--- src/rtl/flow_pulse_params.svh ---
// Widths, rate limits, reset values and timing counts of the flow pulse emitter
`ifndef FLOW_PULSE_PARAMS_SVH
`define FLOW_PULSE_PARAMS_SVH

// Clock and base time unit
`define CLK_PERIOD_NS 10
`define MS_NS 1000000
`define MS_CYCLES (`MS_NS / `CLK_PERIOD_NS)

// Schedule, in milliseconds
`define SECOND_MS 1000
`define STRAP_SAMPLE_MS 1000
`define SETTLE_MS 16000
`define MEAS_NORMAL_MS 500
`define MEAS_TEST_DIV 4

// Burst shape, in milliseconds
`define PULSE_HIGH_MS 3
`define PULSE_MIN_MS 2
`define PULSE_MAX_MS 5
`define BURST_PAUSE_MS 30
`define BURST_LEN 16
`define GAP_SLOW_MS 20
`define GAP_MID_MS 8
`define GAP_FAST_MS 3
`define GAP_SLOW_MAX 25
`define GAP_MID_MAX 60

// Rate limits; flow is in 1/256 pulse per second
`define SAT_PULSES 125
`define CUTOFF_Q8 24'h00_0040
`define AVG_SHIFT 3

// Readout and reset values
`define VOL_WIDTH 40
`define AVG_RESET 24'h00_0000

`endif

--- src/rtl/flow_pulse_pkg.sv ---
// Types shared by the flow pulse emitter files
package flow_pulse_pkg;

    // Power-up strap decision, Gray along boot, arm, test
    typedef enum logic [1:0]
    {
        T_BOOT = 2'b00,
        T_ARM = 2'b01,
        T_TEST = 2'b11,
        T_NORMAL = 2'b10
    } test_mode_e;

    // Pulse burst sequencer
    typedef enum logic [1:0]
    {
        B_IDLE = 2'b00,
        B_HIGH = 2'b01,
        B_LOW = 2'b11,
        B_PAUSE = 2'b10
    } burst_e;

    // Gated volume accumulation
    typedef enum logic [1:0]
    {
        G_IDLE = 2'b00,
        G_FIRST = 2'b01,
        G_RUN = 2'b11,
        G_DONE = 2'b10
    } gate_e;

endpackage

--- src/rtl/flow_volume_gate.sv ---
// Gated volume accumulator with start and stop interpolation
`timescale 1ns/1ps
`include "flow_pulse_params.svh"

module flow_volume_gate
(
    // Clock and reset
    input wire logic clk_sys,
    input wire logic srst,
    // Timing
    input wire logic secTick,
    input wire logic [9:0] msPhase,
    // Gate and interval volume
    input wire logic gateLevel,
    input wire logic [15:0] intervalVol,
    // Result
    output logic [`VOL_WIDTH-1:0] accVol,
    output logic volumeReady
);

    flow_pulse_pkg::gate_e gate_reg;
    flow_pulse_pkg::gate_e gate_next;
    logic [9:0] startPhase_reg;
    logic [`VOL_WIDTH-1:0] acc_reg;
    logic [`VOL_WIDTH-1:0] acc_next;
    logic gatePrev_reg;
    logic [9:0] weight;
    logic [`VOL_WIDTH-1:0] part;

    wire gateRise = gateLevel && !gatePrev_reg;
    wire gateFall = !gateLevel && gatePrev_reg;

    assign part = `VOL_WIDTH'(intervalVol) * `VOL_WIDTH'(weight);
    assign accVol = acc_reg;
    assign volumeReady = (gate_reg == flow_pulse_pkg::G_DONE);

    // ----------------------------------------
    // Interpolation weights, in milliseconds
    // ----------------------------------------
    always_comb
    begin
        gate_next = gate_reg;
        acc_next = acc_reg;
        weight = 10'h000;
        unique case (gate_reg)
            flow_pulse_pkg::G_IDLE, flow_pulse_pkg::G_DONE:
            begin
                if (gateRise)
                begin
                    gate_next = flow_pulse_pkg::G_FIRST;
                    acc_next = '0;
                end
            end
            flow_pulse_pkg::G_FIRST:
            begin
                if (gateFall)
                begin
                    weight = msPhase - startPhase_reg;
                    acc_next = acc_reg + part;
                    gate_next = flow_pulse_pkg::G_DONE;
                end
                else if (secTick)
                begin
                    weight = 10'(`SECOND_MS) - startPhase_reg;
                    acc_next = acc_reg + part;
                    gate_next = flow_pulse_pkg::G_RUN;
                end
            end
            flow_pulse_pkg::G_RUN:
            begin
                if (gateFall)
                begin
                    weight = msPhase;
                    acc_next = acc_reg + part;
                    gate_next = flow_pulse_pkg::G_DONE;
                end
                else if (secTick)
                begin
                    weight = 10'(`SECOND_MS);
                    acc_next = acc_reg + part;
                end
            end
        endcase
    end

    always_ff @(posedge clk_sys)
    begin
        if (srst)
        begin
            gate_reg <= flow_pulse_pkg::G_IDLE;
            acc_reg <= '0;
            startPhase_reg <= 10'h000;
            gatePrev_reg <= 1'b0;
        end
        else
        begin
            gate_reg <= gate_next;
            acc_reg <= acc_next;
            gatePrev_reg <= gateLevel;
            if (gateRise)
                startPhase_reg <= msPhase;
        end
    end

    a_ready_after_stop: assert property (@(posedge clk_sys) disable iff (srst)
        (gateFall && gate_reg != flow_pulse_pkg::G_IDLE) |=> volumeReady && $fell(gatePrev_reg))
        else $error("volume not ready after gate stop");

    a_run_full_weight: assert property (@(posedge clk_sys) disable iff (srst)
        (gate_reg == flow_pulse_pkg::G_RUN && secTick && !gateFall)
        |=> acc_reg == $past(acc_reg) + $past(intervalVol) * `SECOND_MS)
        else $error("intermediate interval not added whole");

endmodule

--- src/rtl/flow_pulse_emitter.sv ---
// Flow pulse emitter with strap test mode, gated accumulation and serial readout
`timescale 1ns/1ps
`include "flow_pulse_params.svh"

// Overview of operation
// - No pulses while averaged flow is below cutoff or reversed.
// - Above saturation flow pulses continue at the maximum rate.
// - Maximum rate is 125 pulses per second whatever the meter factor.
// - Bursts of up to 16 pulses are launched within each one-second interval.
// - Pulse count for the next interval is recomputed every second.
// - Each pulse is high 2 to 5 ms; gap follows the rate.
// - Bursts are separated by a pause of about 30 ms.
// - Pulse count comes from an average over several measurements.
// - After flow stops a decaying tail lasts while the average, shrinking by 1/8 per measurement, stays above cutoff.
// - Test mode runs measurements four times as often.
// - Strap grounded at power-up enters test mode after about 1 s.
// - Only power removal leaves test mode.
// - Volume is accumulated while the gated test runs.
// - Accumulation uses the same interval volume as the pulse count.
// - First and last intervals are weighted by their share inside the gate.
// - Accumulated volume is readable serially after the test.
// - Pulse emission stops for the rest of the second when the strap is released at test end.
// - Between cutoff and saturation pulse count is proportional to flow.
// - Output may need up to 16 s after power-up to be correct.
module flow_pulse_emitter
#(
    parameter int unsigned CYCLES_PER_MS = `MS_CYCLES
)
(
    // Clock and power-up reset
    input wire logic clk_sys,
    input wire logic srst,
    // Measurement engine
    output logic measStart,
    input wire logic flowValid,
    input wire logic signed [23:0] flowSample,
    // Verification strap pin, low when grounded
    input wire logic strapN,
    // Serial readout pins
    input wire logic readSelN,
    input wire logic readClk,
    output logic readData,
    // Pulse output and status
    output logic pulseOut,
    output logic testMode,
    output logic gateActive,
    output logic volumeReady
);

    // ----------------------------------------
    // Declarations
    // ----------------------------------------
    logic strapMeta_reg, strapSync_reg;
    logic selMeta_reg, selSync_reg, selPrev_reg;
    logic rclkMeta_reg, rclkSync_reg, rclkPrev_reg;
    logic [16:0] msDiv_reg;
    logic [9:0] msPhase_reg;
    logic [13:0] upMs_reg;
    logic [9:0] measMs_reg;
    logic measStart_reg;
    flow_pulse_pkg::test_mode_e mode_reg;
    flow_pulse_pkg::test_mode_e mode_next;
    logic signed [23:0] avg_reg;
    logic [7:0] carry_reg;
    logic [15:0] curVol_reg;
    logic [6:0] pending_reg;
    logic [6:0] pending_next;
    logic [6:0] rate_reg;
    flow_pulse_pkg::burst_e burst_reg;
    flow_pulse_pkg::burst_e burst_next;
    logic [4:0] burstMs_reg;
    logic [4:0] burstMs_next;
    logic [3:0] inBurst_reg;
    logic [3:0] inBurst_next;
    logic pulseOut_reg;
    logic gatePrev_reg;
    logic [`VOL_WIDTH-1:0] shift_reg;
    logic [`VOL_WIDTH-1:0] accVol;

    // ----------------------------------------
    // Helpers
    // ----------------------------------------
    function automatic logic [4:0] gapFor(input logic [6:0] rate);
        if (rate <= 7'(`GAP_SLOW_MAX))
            return 5'(`GAP_SLOW_MS);
        else if (rate <= 7'(`GAP_MID_MAX))
            return 5'(`GAP_MID_MS);
        else
            return 5'(`GAP_FAST_MS);
    endfunction

    function automatic logic msDone(input logic [4:0] count, input logic [4:0] limit);
        return count == limit - 5'd1;
    endfunction

    // ----------------------------------------
    // Pin synchronisers
    // ----------------------------------------
    always_ff @(posedge clk_sys)
    begin
        strapMeta_reg <= strapN;
        strapSync_reg <= strapMeta_reg;
        selMeta_reg <= readSelN;
        selSync_reg <= selMeta_reg;
        selPrev_reg <= selSync_reg;
        rclkMeta_reg <= readClk;
        rclkSync_reg <= rclkMeta_reg;
        rclkPrev_reg <= rclkSync_reg;
    end

    wire strapLow = !strapSync_reg;
    wire selFall = selPrev_reg && !selSync_reg;
    wire rclkRise = rclkSync_reg && !rclkPrev_reg;

    // ----------------------------------------
    // Time base
    // ----------------------------------------
    wire msTick = (msDiv_reg == 17'(CYCLES_PER_MS - 1));
    wire secTick = msTick && (msPhase_reg == 10'(`SECOND_MS - 1));
    wire settled = (upMs_reg == 14'(`SETTLE_MS));
    wire strapDecide = msTick && (upMs_reg == 14'(`STRAP_SAMPLE_MS - 1));
    wire [9:0] measLimit = testMode ? 10'(`MEAS_NORMAL_MS / `MEAS_TEST_DIV - 1) : 10'(`MEAS_NORMAL_MS - 1);
    wire measDue = msTick && (measMs_reg == measLimit);

    always_ff @(posedge clk_sys)
    begin
        if (srst)
        begin
            msDiv_reg <= 17'h0_0000;
            msPhase_reg <= 10'h000;
            upMs_reg <= 14'h0000;
            measMs_reg <= 10'h000;
            measStart_reg <= 1'b0;
        end
        else
        begin
            msDiv_reg <= msTick ? 17'h0_0000 : msDiv_reg + 17'h0_0001;
            measStart_reg <= measDue;
            if (msTick)
            begin
                msPhase_reg <= secTick ? 10'h000 : msPhase_reg + 10'h001;
                // Restart when test mode shortens the period
                measMs_reg <= (measDue || measMs_reg > measLimit) ? 10'h000 : measMs_reg + 10'h001;
                if (!settled)
                    upMs_reg <= upMs_reg + 14'h0001;
            end
        end
    end

    // ----------------------------------------
    // Test mode entry by strap
    // ----------------------------------------
    always_comb
    begin
        mode_next = mode_reg;
        unique case (mode_reg)
            flow_pulse_pkg::T_BOOT:
            begin
                // strap sampled 1 s after power-up
                if (strapDecide)
                    mode_next = strapLow ? flow_pulse_pkg::T_ARM : flow_pulse_pkg::T_NORMAL;
            end
            flow_pulse_pkg::T_ARM:
            begin
                if (!strapLow)
                    mode_next = flow_pulse_pkg::T_TEST;
            end
            flow_pulse_pkg::T_TEST:
                mode_next = flow_pulse_pkg::T_TEST;
            flow_pulse_pkg::T_NORMAL:
                mode_next = flow_pulse_pkg::T_NORMAL;
        endcase
    end

    wire gateLevel = (mode_reg == flow_pulse_pkg::T_TEST) && strapLow;
    wire gateFall = gatePrev_reg && !gateLevel;

    // ----------------------------------------
    // Averaging and per-second count
    // ----------------------------------------
    wire signed [24:0] avgDiff = 25'(flowSample) - 25'(avg_reg);
    wire signed [24:0] avgStep = avgDiff >>> `AVG_SHIFT;
    wire belowCut = avg_reg < $signed(`CUTOFF_Q8);
    wire [15:0] intervalVol = belowCut ? 16'h0000 : (|avg_reg[23:16]) ? 16'hFFFF : avg_reg[15:0];
    wire [16:0] total = {1'b0, intervalVol} + {9'h000, carry_reg};
    wire [8:0] whole = total[16:8];
    wire saturated = whole >= 9'(`SAT_PULSES);
    wire [6:0] countNext = saturated ? 7'(`SAT_PULSES) : whole[6:0];

    always_ff @(posedge clk_sys)
    begin
        if (srst)
        begin
            mode_reg <= flow_pulse_pkg::T_BOOT;
            avg_reg <= `AVG_RESET;
            carry_reg <= 8'h00;
            curVol_reg <= 16'h0000;
            rate_reg <= 7'h00;
            gatePrev_reg <= 1'b0;
        end
        else
        begin
            mode_reg <= mode_next;
            gatePrev_reg <= gateLevel;
            if (flowValid)
                avg_reg <= avg_reg + avgStep[23:0];
            if (secTick)
            begin
                carry_reg <= (saturated || belowCut) ? 8'h00 : total[7:0];
                curVol_reg <= intervalVol;
                rate_reg <= countNext;
            end
        end
    end

    // ----------------------------------------
    // Burst sequencer
    // ----------------------------------------
    wire step = msTick && !secTick;

    always_comb
    begin
        burst_next = burst_reg;
        burstMs_next = burstMs_reg;
        inBurst_next = inBurst_reg;
        pending_next = pending_reg;
        if (step)
            burstMs_next = burstMs_reg + 5'd1;
        unique case (burst_reg)
            flow_pulse_pkg::B_IDLE:
            begin
                if (step && pending_reg != 7'h00)
                begin
                    burst_next = flow_pulse_pkg::B_HIGH;
                    burstMs_next = 5'd0;
                    inBurst_next = 4'h0;
                    pending_next = pending_reg - 7'h01;
                end
            end
            flow_pulse_pkg::B_HIGH:
            begin
                if (step && msDone(burstMs_reg, 5'(`PULSE_HIGH_MS)))
                begin
                    burstMs_next = 5'd0;
                    if (pending_reg == 7'h00)
                        burst_next = flow_pulse_pkg::B_IDLE;
                    else if (inBurst_reg == 4'(`BURST_LEN - 1))
                        burst_next = flow_pulse_pkg::B_PAUSE;
                    else
                        burst_next = flow_pulse_pkg::B_LOW;
                end
            end
            flow_pulse_pkg::B_LOW:
            begin
                if (step && msDone(burstMs_reg, gapFor(rate_reg)))
                begin
                    burst_next = flow_pulse_pkg::B_HIGH;
                    burstMs_next = 5'd0;
                    inBurst_next = inBurst_reg + 4'h1;
                    pending_next = pending_reg - 7'h01;
                end
            end
            flow_pulse_pkg::B_PAUSE:
            begin
                if (step && msDone(burstMs_reg, 5'(`BURST_PAUSE_MS)))
                begin
                    burst_next = flow_pulse_pkg::B_HIGH;
                    burstMs_next = 5'd0;
                    inBurst_next = 4'h0;
                    pending_next = pending_reg - 7'h01;
                end
            end
        endcase
        if (secTick)
            pending_next = settled ? countNext : 7'h00;
        if (gateFall)
        begin
            pending_next = 7'h00;
            burst_next = flow_pulse_pkg::B_IDLE;
        end
    end

    always_ff @(posedge clk_sys)
    begin
        if (srst)
        begin
            burst_reg <= flow_pulse_pkg::B_IDLE;
            burstMs_reg <= 5'd0;
            inBurst_reg <= 4'h0;
            pending_reg <= 7'h00;
            pulseOut_reg <= 1'b0;
        end
        else
        begin
            burst_reg <= burst_next;
            burstMs_reg <= burstMs_next;
            inBurst_reg <= inBurst_next;
            pending_reg <= pending_next;
            pulseOut_reg <= (burst_next == flow_pulse_pkg::B_HIGH);
        end
    end

    // ----------------------------------------
    // Gated accumulation and serial readout
    // ----------------------------------------
    // same interval volume
    flow_volume_gate u_gate
    (
        .clk_sys(clk_sys),
        .srst(srst),
        .secTick(secTick),
        .msPhase(msPhase_reg),
        .gateLevel(gateLevel),
        .intervalVol(curVol_reg),
        .accVol(accVol),
        .volumeReady(volumeReady)
    );

    always_ff @(posedge clk_sys)
    begin
        if (srst)
            shift_reg <= '0;
        else if (!gateLevel && selFall)
            shift_reg <= accVol;
        else if (!gateLevel && !selSync_reg && rclkRise)
            shift_reg <= {shift_reg[`VOL_WIDTH-2:0], 1'b0};
    end

    assign measStart = measStart_reg;
    assign pulseOut = pulseOut_reg;
    assign readData = shift_reg[`VOL_WIDTH-1];
    assign testMode = (mode_reg == flow_pulse_pkg::T_ARM) || (mode_reg == flow_pulse_pkg::T_TEST);
    assign gateActive = gateLevel;

    // ----------------------------------------
    // Checks
    // ----------------------------------------
    int hiCycles;
    always_ff @(posedge clk_sys)
    begin
        if (srst || !pulseOut_reg)
            hiCycles <= 0;
        else
            hiCycles <= hiCycles + 1;
    end

    a_cutoff_no_pulse: assert property (@(posedge clk_sys) disable iff (srst)
        (secTick && belowCut && !gateFall) |=> pending_reg == 7'h00 ##1 !pulseOut_reg)
        else $error("pulses scheduled below cutoff");

    a_rate_ceiling: assert property (@(posedge clk_sys) disable iff (srst)
        (secTick && settled && saturated && !gateFall) |=> pending_reg == 7'(`SAT_PULSES))
        else $error("saturated count not held at maximum");

    a_pulse_width: assert property (@(posedge clk_sys) disable iff (srst)
        $fell(pulseOut_reg) && !$past(gateFall)
        |-> $past(hiCycles) >= int'(`PULSE_MIN_MS * CYCLES_PER_MS) - 1
        && $past(hiCycles) < int'(`PULSE_MAX_MS * CYCLES_PER_MS))
        else $error("pulse width outside limits");

    a_burst_pause: assert property (@(posedge clk_sys) disable iff (srst)
        (burst_reg == flow_pulse_pkg::B_PAUSE && step && burstMs_reg == 5'(`BURST_PAUSE_MS - 1) && !gateFall)
        |=> burst_reg == flow_pulse_pkg::B_HIGH ##1 pulseOut_reg)
        else $error("burst pause did not end at its length");

    a_meas_period: assert property (@(posedge clk_sys) disable iff (srst)
        measStart_reg |-> $past(msTick) && $past(measMs_reg) == $past(measLimit) ##1 !measStart_reg)
        else $error("measurement start off schedule");

    a_test_entry: assert property (@(posedge clk_sys) disable iff (srst)
        $rose(testMode) |-> $past(strapDecide) && $past(strapLow))
        else $error("test mode entered without strap at decision time");

    a_test_sticky: assert property (@(posedge clk_sys) disable iff (srst)
        testMode |=> testMode)
        else $error("test mode left without power-down");

    a_gate_stop: assert property (@(posedge clk_sys) disable iff (srst)
        gateFall |=> !pulseOut_reg && pending_reg == 7'h00)
        else $error("pulses continued after gate release");

    a_settle_quiet: assert property (@(posedge clk_sys) disable iff (srst)
        !settled |-> !pulseOut_reg)
        else $error("pulse before settling time");

endmodule

--- config.mk ---
export PLATFORM = sky130hd
export DESIGN_NAME = flow_pulse_emitter
export DESIGN_NICKNAME = d
export VERILOG_FILES = /design/src/rtl/flow_pulse_pkg.sv /design/src/rtl/flow_volume_gate.sv /design/src/rtl/flow_pulse_emitter.sv
export VERILOG_INCLUDE_DIRS = /design/src /design/src/rtl
export SDC_FILE = /design/constraint.sdc
export NUM_CORES = 1
export LEC_CHECK = 0
export BUFFER_PORTS_ARGS = -buffer_cell sky130_fd_sc_hd__buf_2
export CAP_MARGIN = 20
export CORE_UTILIZATION = 45
export DETAILED_ROUTE_END_ITERATION = 7
export GPL_ROUTABILITY_DRIVEN = 0
export PLACE_DENSITY = 0.59
export SYNTH_ARGS = -nofsm -noshare
export SYNTH_HDL_FRONTEND = slang
export SYNTH_HIERARCHICAL = 1
export SYNTH_SLANG_ARGS = --single-unit
export TNS_END_PERCENT = 10
--- constraint.sdc ---
create_clock -name clk_sys -period 10.16 [get_ports clk_sys]
set_input_delay 1.524 -clock clk_sys [delete_from_list [all_inputs] [get_ports clk_sys]]
set_output_delay 1.524 -clock clk_sys [all_outputs]
set_load 0.05 [all_outputs]
### After elaboration in Yosys (flattened, before gate mapping)

Cells that the tools add are included.

* register bits after elaboration: 229
* input port bits: 30
* logic and storage cells: 178

* add/sub/neg operators: 14
* multipliers: 1
* magnitude comparators: 5
* equal/unequal tests: 31
* muxes and demuxes: 54
* bitwise operators: 1
* reduce and logical (&&, ||, !) cells: 44

Operators with widths (number)
* $mux W40: 5
* $pmux W40 S2: 1
* $mux W10: 6
* $mux W7: 6
* $add A40 B26 Y40: 1
* $mux W5: 7
* $mux W16: 2
* $mul A16 B10 Y26: 1
* $mux W2: 13
* $sub A24 B24 Y25: 1
* $add A24 B24 Y24: 1
* $lt A24 B8 Y1 const B: 1
* $pmux W7 S3: 1
* $add A10 B1 Y10 const B: 2
* $pmux W10 S2: 1
* $pmux W5 S4: 1
* $add A16 B8 Y17: 1
* $add A17 B1 Y17 const B: 1
* $eq A17 B17 Y1 const B: 1
* $logic_and A1 B1 Y1: 16
* $mux W4: 4
* $pmux W2 S4: 2
* $add A14 B1 Y14 const B: 1
* $eq A14 B10 Y1 const B: 1
* 42 further kinds: 73

### Depth between registers and ports, before layout

Gate-level depths: netlist of the first run.

* word-level depth: 11
* gate-level depth with buffers: 33
* depth with buffers taken out: 31

### Hierarchy

Netlist of the first run, hierarchy kept.

Modules (own cells, without submodules)
* flow_pulse_emitter: times used 1, cells an instance 1251, area each 10253.6 µm², sequential area each 3543.4 µm²
* flow_volume_gate: times used 1, cells an instance 1107, area each 9150.0 µm², sequential area each 1061.0 µm²

### Worst setup path before layout of the first run

No wires, ideal clock.

* path type: reg2reg
* from: reg mode_reg[0]
* to: reg u_gate.acc_reg[25] (netlist: u_gate/accVol[25])
* setup time: 117 ps
* data arrival time: 7100 ps
* required time: 10043 ps
* path slack: 2944 ps
* cell stages (with the launch flop): 29
* buffers on the path: 3
* clock period less this slack: 7216 ps
* cells stage by stage: dfxtp_1 > inv_1 > or3_1 > inv_1 > nand2b_1 > buf_6 > nand2_1 > o221ai_1 > and3_1 > clkbuf_1 > clkbuf_1 > nand2_1 > fa_1 > fa_1 > fa_1 > inv_1 > fa_1 > inv_1 > fa_1 > inv_1 > ha_1 > a21oi_1 > nor2_1 > o41ai_1 > and3_1 > a21oi_1 > or2_1 > xor2_1 > a22o_1

* cells in the longest elaborated chain, start to end: 11
* elaborated cells between the ends (all ways): 16
* classes of those cells: add/sub (1); mul (1); eq/ne (3); mux (6); reduce/logical (5)

Ends and longest elaborated chain
* start: declaration: line flow_pulse_emitter.sv:61 `flow_pulse_pkg::test_mode_e mode_reg;`
* start signal: assignment: line flow_pulse_emitter.sv:194 `mode_reg <= flow_pulse_pkg::T_BOOT;`
* start signal: assignment: line flow_pulse_emitter.sv:203 `mode_reg <= mode_next;`
* $eq A2 B2 Y1 (*): line flow_pulse_emitter.sv:175 `wire gateLevel = (mode_reg == flow_pulse_pkg::T_TEST) && strapLow;`
* $logic_and A1 B1 Y1 (*): line flow_pulse_emitter.sv:175
* net gateActive: line flow_pulse_emitter.sv:46 `output logic gateActive,`
* $logic_not A1 Y1: line flow_volume_gate.sv:31 `wire gateFall = !gateLevel && gatePrev_reg;`
* $logic_and A1 B1 Y1: line flow_volume_gate.sv:31
* $mux W10, on equally long branches: line flow_volume_gate.sv:71, flow_volume_gate.sv:56
* $pmux W10 S2: line flow_volume_gate.sv:45 `unique case (gate_reg)`
* $mul A16 B10 Y26 (no source line)
* $add A40 B26 Y40
* $mux W40: line flow_volume_gate.sv:62, flow_volume_gate.sv:77
* $mux W40: line flow_volume_gate.sv:71 `if (gateFall)`
* $pmux W40 S2: line flow_volume_gate.sv:45
* end signal: assignment: line flow_volume_gate.sv:98 `acc_reg <= acc_next;`
* end: declaration: line flow_volume_gate.sv:24 `` logic [`VOL_WIDTH-1:0] acc_reg; ``

The timed path passes the listed nets; every way through them passes the cells marked *. The select of a mux whose other input is x is not followed.
A chain may end at the register's enable or synchronous reset.

### Final worst setup path of the first run

* from: reg msDiv_reg[9]
* to: reg u_gate.acc_reg[39] (netlist: u_gate/accVol[39])

* cells in the longest elaborated chain, start to end: 10
* elaborated cells between the ends (all ways): 14
* classes of those cells: add/sub (1); mul (1); eq/ne (2); mux (8); reduce/logical (2)

Ends and longest elaborated chain
* start: declaration: line flow_pulse_emitter.sv:56 `logic [16:0] msDiv_reg;`
* start signal: assignment: line flow_pulse_emitter.sv:137 `msDiv_reg <= msTick ? 17'h0_0000 : msDiv_reg + 17'h0_0001;`
* $eq A17 B17 Y1 (*): line flow_pulse_emitter.sv:118 `wire msTick = (msDiv_reg == 17'(CYCLES_PER_MS - 1));`
* $logic_and A1 B1 Y1 (*): line flow_pulse_emitter.sv:119 `` wire secTick = msTick && (msPhase_reg == 10'(`SECOND_MS - 1)); ``
* net secTick: line flow_pulse_emitter.sv:119
* $mux W10, on equally long branches: line flow_volume_gate.sv:62, flow_volume_gate.sv:77
* $mux W10, on equally long branches: line flow_volume_gate.sv:56, flow_volume_gate.sv:71
* $pmux W10 S2: line flow_volume_gate.sv:45
* $mul A16 B10 Y26 (no source line)
* $add A40 B26 Y40
* $mux W40: line flow_volume_gate.sv:62, flow_volume_gate.sv:77
* $mux W40: line flow_volume_gate.sv:71
* $pmux W40 S2: line flow_volume_gate.sv:45

Marked as above.

==> results of run 1 <==
## per-stage QoR
stage	hold slack, ps	total power, mW	instances
6_report	326	3.43	2898
5_1_grt	340	3.66	2898
4_1_cts	330	3.46	2896
3_5_place_dp	319	2.48	2849
3_3_place_gp	310	2.46	2848
2_1_floorplan	310	2.19	2358
## synthesized netlist by cell type, types with 7 or more instances
cell / count
a211oi_1: 17
a21o_1: 41
a21oi_1: 174
a22o_1: 27
a22oi_1: 55
a31oi_1: 14
and2_1: 52
and3_1: 39
buf_1: 18
buf_2: 10
clkbuf_1: 63
dfxtp_1: 230
fa_1: 139
ha_1: 147
inv_1: 279
mux2i_1: 21
nand2_1: 262
nand2b_1: 28
nand3_1: 36
nand4_1: 29
nor2_1: 184
nor2b_1: 41
nor3_1: 39
nor4_1: 11
o211ai_1: 10
o21a_1: 18
o21ai_0: 62
o21ai_1: 13
o21bai_1: 12
o31ai_1: 7
or2_2: 10
or3_1: 17
xnor2_1: 68
xor2_1: 60
## cell families after synthesis
| group | synth area share, % |
|---|---|
| buffers and inverters | 7.76 |
| XOR/XNOR | 5.86 |
| AO/OA/AOI/OAI | 17.7 |
| AND/OR/NAND/NOR | 20.0 |
| adder cells (fa/ha/maj) | 23.8 |
| flip-flops | 23.7 |
| multiplexers | 1.14 |
## final timing paths
check,endpoint,slack [ps],cells past startpoint,startpoint
min reg2reg,selSync_reg$_DFF_P_,330,0,selMeta_reg$_DFF_P_
max reg2reg,u_gate/accVol[39]$_SDFFE_PP0P_,2120,25,msDiv_reg[9]$_SDFF_PP0_
min,selSync_reg$_DFF_P_,330,0,selMeta_reg$_DFF_P_
max,u_gate/accVol[39]$_SDFFE_PP0P_,2120,25,msDiv_reg[9]$_SDFF_PP0_
## layer usage
layer | vias up | GRT usage [%]
met2 | 304 | 35.9
met5 | - | 0
met3 | 48 | 2.29
met1 | 7780 | 31.4
li1 | 7930 | -
met4 | 0 | 5.08
## power by group
part | internal, mW | switching, mW
Combinational | 0.605 | 0.861
Sequential | 0.943 | 0.0624
Clock | 0.542 | 0.414
## final cells by class
class / instances / area share [%]
Multi-Input combinational cell: 1746 / 63.9
Sequential cell: 230 / 22.1
Inverter: 281 / 5.07
Clock buffer: 35 / 3.58
Tap cell: 539 / 3.24
Timing Repair Buffer: 55 / 1.59
Clock inverter: 12 / 0.493
## critical path, cell delays in order, from the launching register on
cell and delay (ps):
dfxtp_1 410, nand2_1 110, nor4_1 320, nand4_1 350
nor2_1 520, nand2_1 280, o221ai_1 250, and3_1 690
nand2_1 180, fa_1 560, inv_1 50, fa_1 520
fa_1 440, fa_1 550, inv_1 60, fa_1 530
inv_1 40, ha_1 390, nand4_2 180, a211oi_2 180
a21o_2 170, or2b_2 130, a21oi_2 100, o211a_1 270
or4_1 510, a21oi_1 170
==> metrics, run 1 <==
largest net degree at the start of global routing 83; FF+latch count, synth 230; proportion of netlist area held by the largest area contributor 23.7%; cell area after synthesis 19400 sq um; port bufs 35; CP Capture Type flip-flop; initial core utilization a little under half; Clock transition at path regs roughly 60 ps; largest fanout on the critical path 16; sequential-to-total area share from yosys stat a little under a quarter; VDD IR max between 0.15 and 0.2 mV; RSZ-0062 raised after global routing false; first-pass GRT wire length 80.0 mm; Post-CTS Resized 0; drt total wl 47.1 mm; H-tree Lvls 1; FP Rows 75; final setup fails 0; Post-Syn Instances 2358; clock sinks 230; status complete, no violations; fraction of registers with async set/reset 0%; Slew Viols, Final 0; Post-CTS Hold Fix Bufs 0; Mean Syn Cell Area 8.23 sq um; max cap viols 0; slew margin rel. ~32%; PnR worst setup slack 2120 ps; Synth cell types 102; CORE AREA roughly 42000 sq um; clock buffer count from CTS 27; GRT Resource Usage Total 22.0%; crit start category flip-flop; Critical Path RT 10670 ps; footprint of the multi-input gates 13300 sq um; total number of vias 16100; Min-Delay Path Class flip-flop to flip-flop; syn nets 2674; synth-to-layout area growth 7.30%; fin nets approximately 2700; number of global-route vias before repair 15900; worst-margin pin slew 1010 ps; Lkg Pwr roughly 9.0 nW; arrival time at the worst endpoint 8550 ps; CTS root buffer clkbuf_16; Post-synth EDFFs 0; Diodes inserted 0; Main synth FF type dfxtp_1; share of cells above drive strength 1 6.15%; fin crit share between 70% and 80%; Pre-Repair DR Iteration Count 5; pre-CTS setup slack 1840 ps; Reg area about 4600 sq um; Die Ht around 210 um; ANT nets after route 0; Area after DPL roughly 20000 sq um; Hold Fails Final Rpt 0; Skew-Pair Late Insertion Delay 580 ps; synth warn 6; met2 WL 21.2 mm; Via density roughly 5.5; CTS tree yes; top cells by area, synth dfxtp_1 (24%), fa_1 (14%), ha_1 (9.5%); uppermost layer routed met4; # fillers 4137; fin util 49.3%; chip width 210 um; Max Clock Freq around 120 MHz; Setup CP Type flip-flop to flip-flop; M1 wire length 23.0 mm; Fin Clk Skew ~15 ps; # IOs 36; Min Clock Period, post-route 8040 ps; pwr dens approximately 160 nW/um^2; Total Die Area between 40000 and 50000 sq um; DP Wirelength between 30 and 40 mm; global route overflow 0; commonest non-fill, non-tap cell in the layout inv_1; deepest clock path buffer count 3; wire length per cell between 15 and 20 um; post-route cell area 20800 sq um; most frequent cells in the layout inv_1 (279), nand2_1 (262), dfxtp_1 (230); initial drt markers around 900; setup TNS 0 ps; DR WL met3 2.07 mm; DRC 0; antenna violations before repair 0; area leader, netlist dfxtp_1; post-CTS setup buffer count 0
(Power assumes the default switching activity.)
==> run 2: changes to the inputs <==
clock period = 8.2 ns   (was 10.16 ns; I/O delays follow)
==> run 2 against run 1 <==
Hold slack improved by 15 ps. Worst setup slack got worse by 1600 ps. Clock power increased by 27%. Cell count increased by 0.17%. Critical path type unchanged. Flip-flop and latch count unchanged.
==> metrics, run 2 (synthesis gave the netlist of run 1 again) <==
FP Rows 75; fin util 49.5%; pwr dens just over 200 nW/um^2; fin nets about 2700; RR Endpoint u_gate/accVol[26]$_SDFFE_PP0P_; Post-CTS Hold Fix Bufs 0; clock buffer count from CTS 29; largest fanout on the critical path 10; arrival time at the worst endpoint 8160 ps; # IOs 36; GRT Resource Usage Total 21.9%; RSZ-0062 raised after global routing false; final hold slack 341 ps; crit start category flip-flop; Max Clock Freq 130 MHz; Skew-Pair Late Insertion Delay roughly 570 ps; chip width 210 um; CTS tree yes; synth-to-layout area growth 7.62%; VDD IR max 0.188 mV; uppermost layer routed met4; Critical Path RT 8660 ps; wire length per cell around 16 um; clock sinks 230; setup TNS 0 ps; Crit path largest cell delay ~550 ps; fin crit share 93.9%; M1 wire length 22.5 mm; Min Clock Period, post-route 7700 ps; Via density 5.55; Diodes inserted 0; DRC 0; DP Wirelength approximately 35 mm; slew margin rel. between 30% and 40%; Area after DPL ~20000 sq um; share of cells above drive strength 1 ~6.4%; PnR worst setup slack about 500 ps; WHS Endpoint rclkPrev_reg$_DFF_P_; total number of vias 16100; worst-margin pin slew 1040 ps; CTS root buffer clkbuf_16; slowest CP cell fa_1; Setup CP Type flip-flop to flip-flop; Clock transition at path regs 50 ps; drt total wl 46.7 mm; port bufs 35; Reg2Reg Depth 26; Total Die Area between 40000 and 50000 sq um; CORE AREA 42200 sq um; status complete, no violations; commonest non-fill, non-tap cell in the layout inv_1; pre-CTS setup slack 510 ps; Pre-Repair DR Iteration Count 5; CP Capture Type flip-flop; Lkg Pwr 9.03 nW; Slew Viols, Final 0; DR WL met3 2.41 mm; Hold Crit Start rclkSync_reg$_DFF_P_; Die Ht roughly 210 um; deepest clock path buffer count 3; H-tree Lvls 1; # fillers approximately 4100; post-route cell area 20900 sq um; max cap viols 0; first-pass GRT wire length 80.0 mm; number of global-route vias before repair 15900; global route overflow 0; reg2reg start mode_reg[0]$_SDFFE_PP0P_; met2 WL 21.2 mm; largest net degree at the start of global routing 68; hold path cells 0; initial drt markers 976; most frequent cells in the layout inv_1 (279), nand2_1 (262), dfxtp_1 (230); antenna violations before repair 0; final setup fails 0; Hold Fails Final Rpt 0; Fin Clk Skew 12.6 ps; Min-Delay Path Class flip-flop to flip-flop; initial core utilization 45.9%; flop2flop setup slack 500 ps; ANT nets after route 0
## run 2: critical path, delay by kind of cell, from the launching register on
family / cells / cell delay (ps)
adders and majority gates: 6 / 2930
and+or+nand+nor: 7 / 2100
AOI/OAI and AO/OA: 6 / 1360
buffers and inverters: 6 / 600
DFF: 1 / 440
xor gates and xnor gates: 1 / 160
## run 2: how the worst max path moves through the flow
stage / start / endpoint / slack [ps] / depth (start not counted)
after CTS: mode_reg[0]$_SDFFE_PP0P_ / u_gate/accVol[39]$_SDFFE_PP0P_ / 470 / 25
after global routing: msPhase_reg[1]$_SDFFE_PP0P_ / u_gate/accVol[26]$_SDFFE_PP0P_ / 70 / 26
after global placement: mode_reg[0]$_SDFFE_PP0P_ / u_gate/accVol[39]$_SDFFE_PP0P_ / 580 / 24
after floorplan: mode_reg[0]$_SDFFE_PP0P_ / u_gate/accVol[25]$_SDFFE_PP0P_ / 980 / 28
after detailed placement: mode_reg[0]$_SDFFE_PP0P_ / u_gate/accVol[39]$_SDFFE_PP0P_ / 510 / 25
final: mode_reg[0]$_SDFFE_PP0P_ / u_gate/accVol[26]$_SDFFE_PP0P_ / 500 / 26
## run 2: repair_timing
item	4_1_cts	5_1_grt
gates resized for setup	0	3
setup endpoints to repair	0	12
buffers inserted	0	0
## run 2: final cells by class
cell class	count	area, sq um	area share, %
tap	539	674	3.23
clock buffer	39	813	3.89
timing repair buffer	57	343	1.64
clock inverter	11	83.8	0.401
multi-input combinational	1746	13300	63.7
inverter	281	1050	5.05
sequential	230	4600	22.0
## run 2: layer usage
metal | vias to the layer above | GRT usage [%]
li1 | 7933 | -
met1 | 7791 | 31.3
met2 | 351 | 35.7
met3 | 45 | 2.36
met4 | 0 | 4.63
met5 | - | 0
## run 2: metrics by stage
| stage | std cells | power, mW |
|---|---|---|
| CTS | 2903 | 4.31 |
| global route | 2903 | 4.58 |
| detailed placement | 2853 | 3.08 |
| floorplan | 2358 | 2.72 |
| global placement | 2852 | 3.04 |
| finish | 2903 | 4.29 |
## run 2: power breakdown
part           switching [mW]  internal, mW
clock                   0.516         0.694
sequential             0.0773          1.17
combinational            1.08         0.749
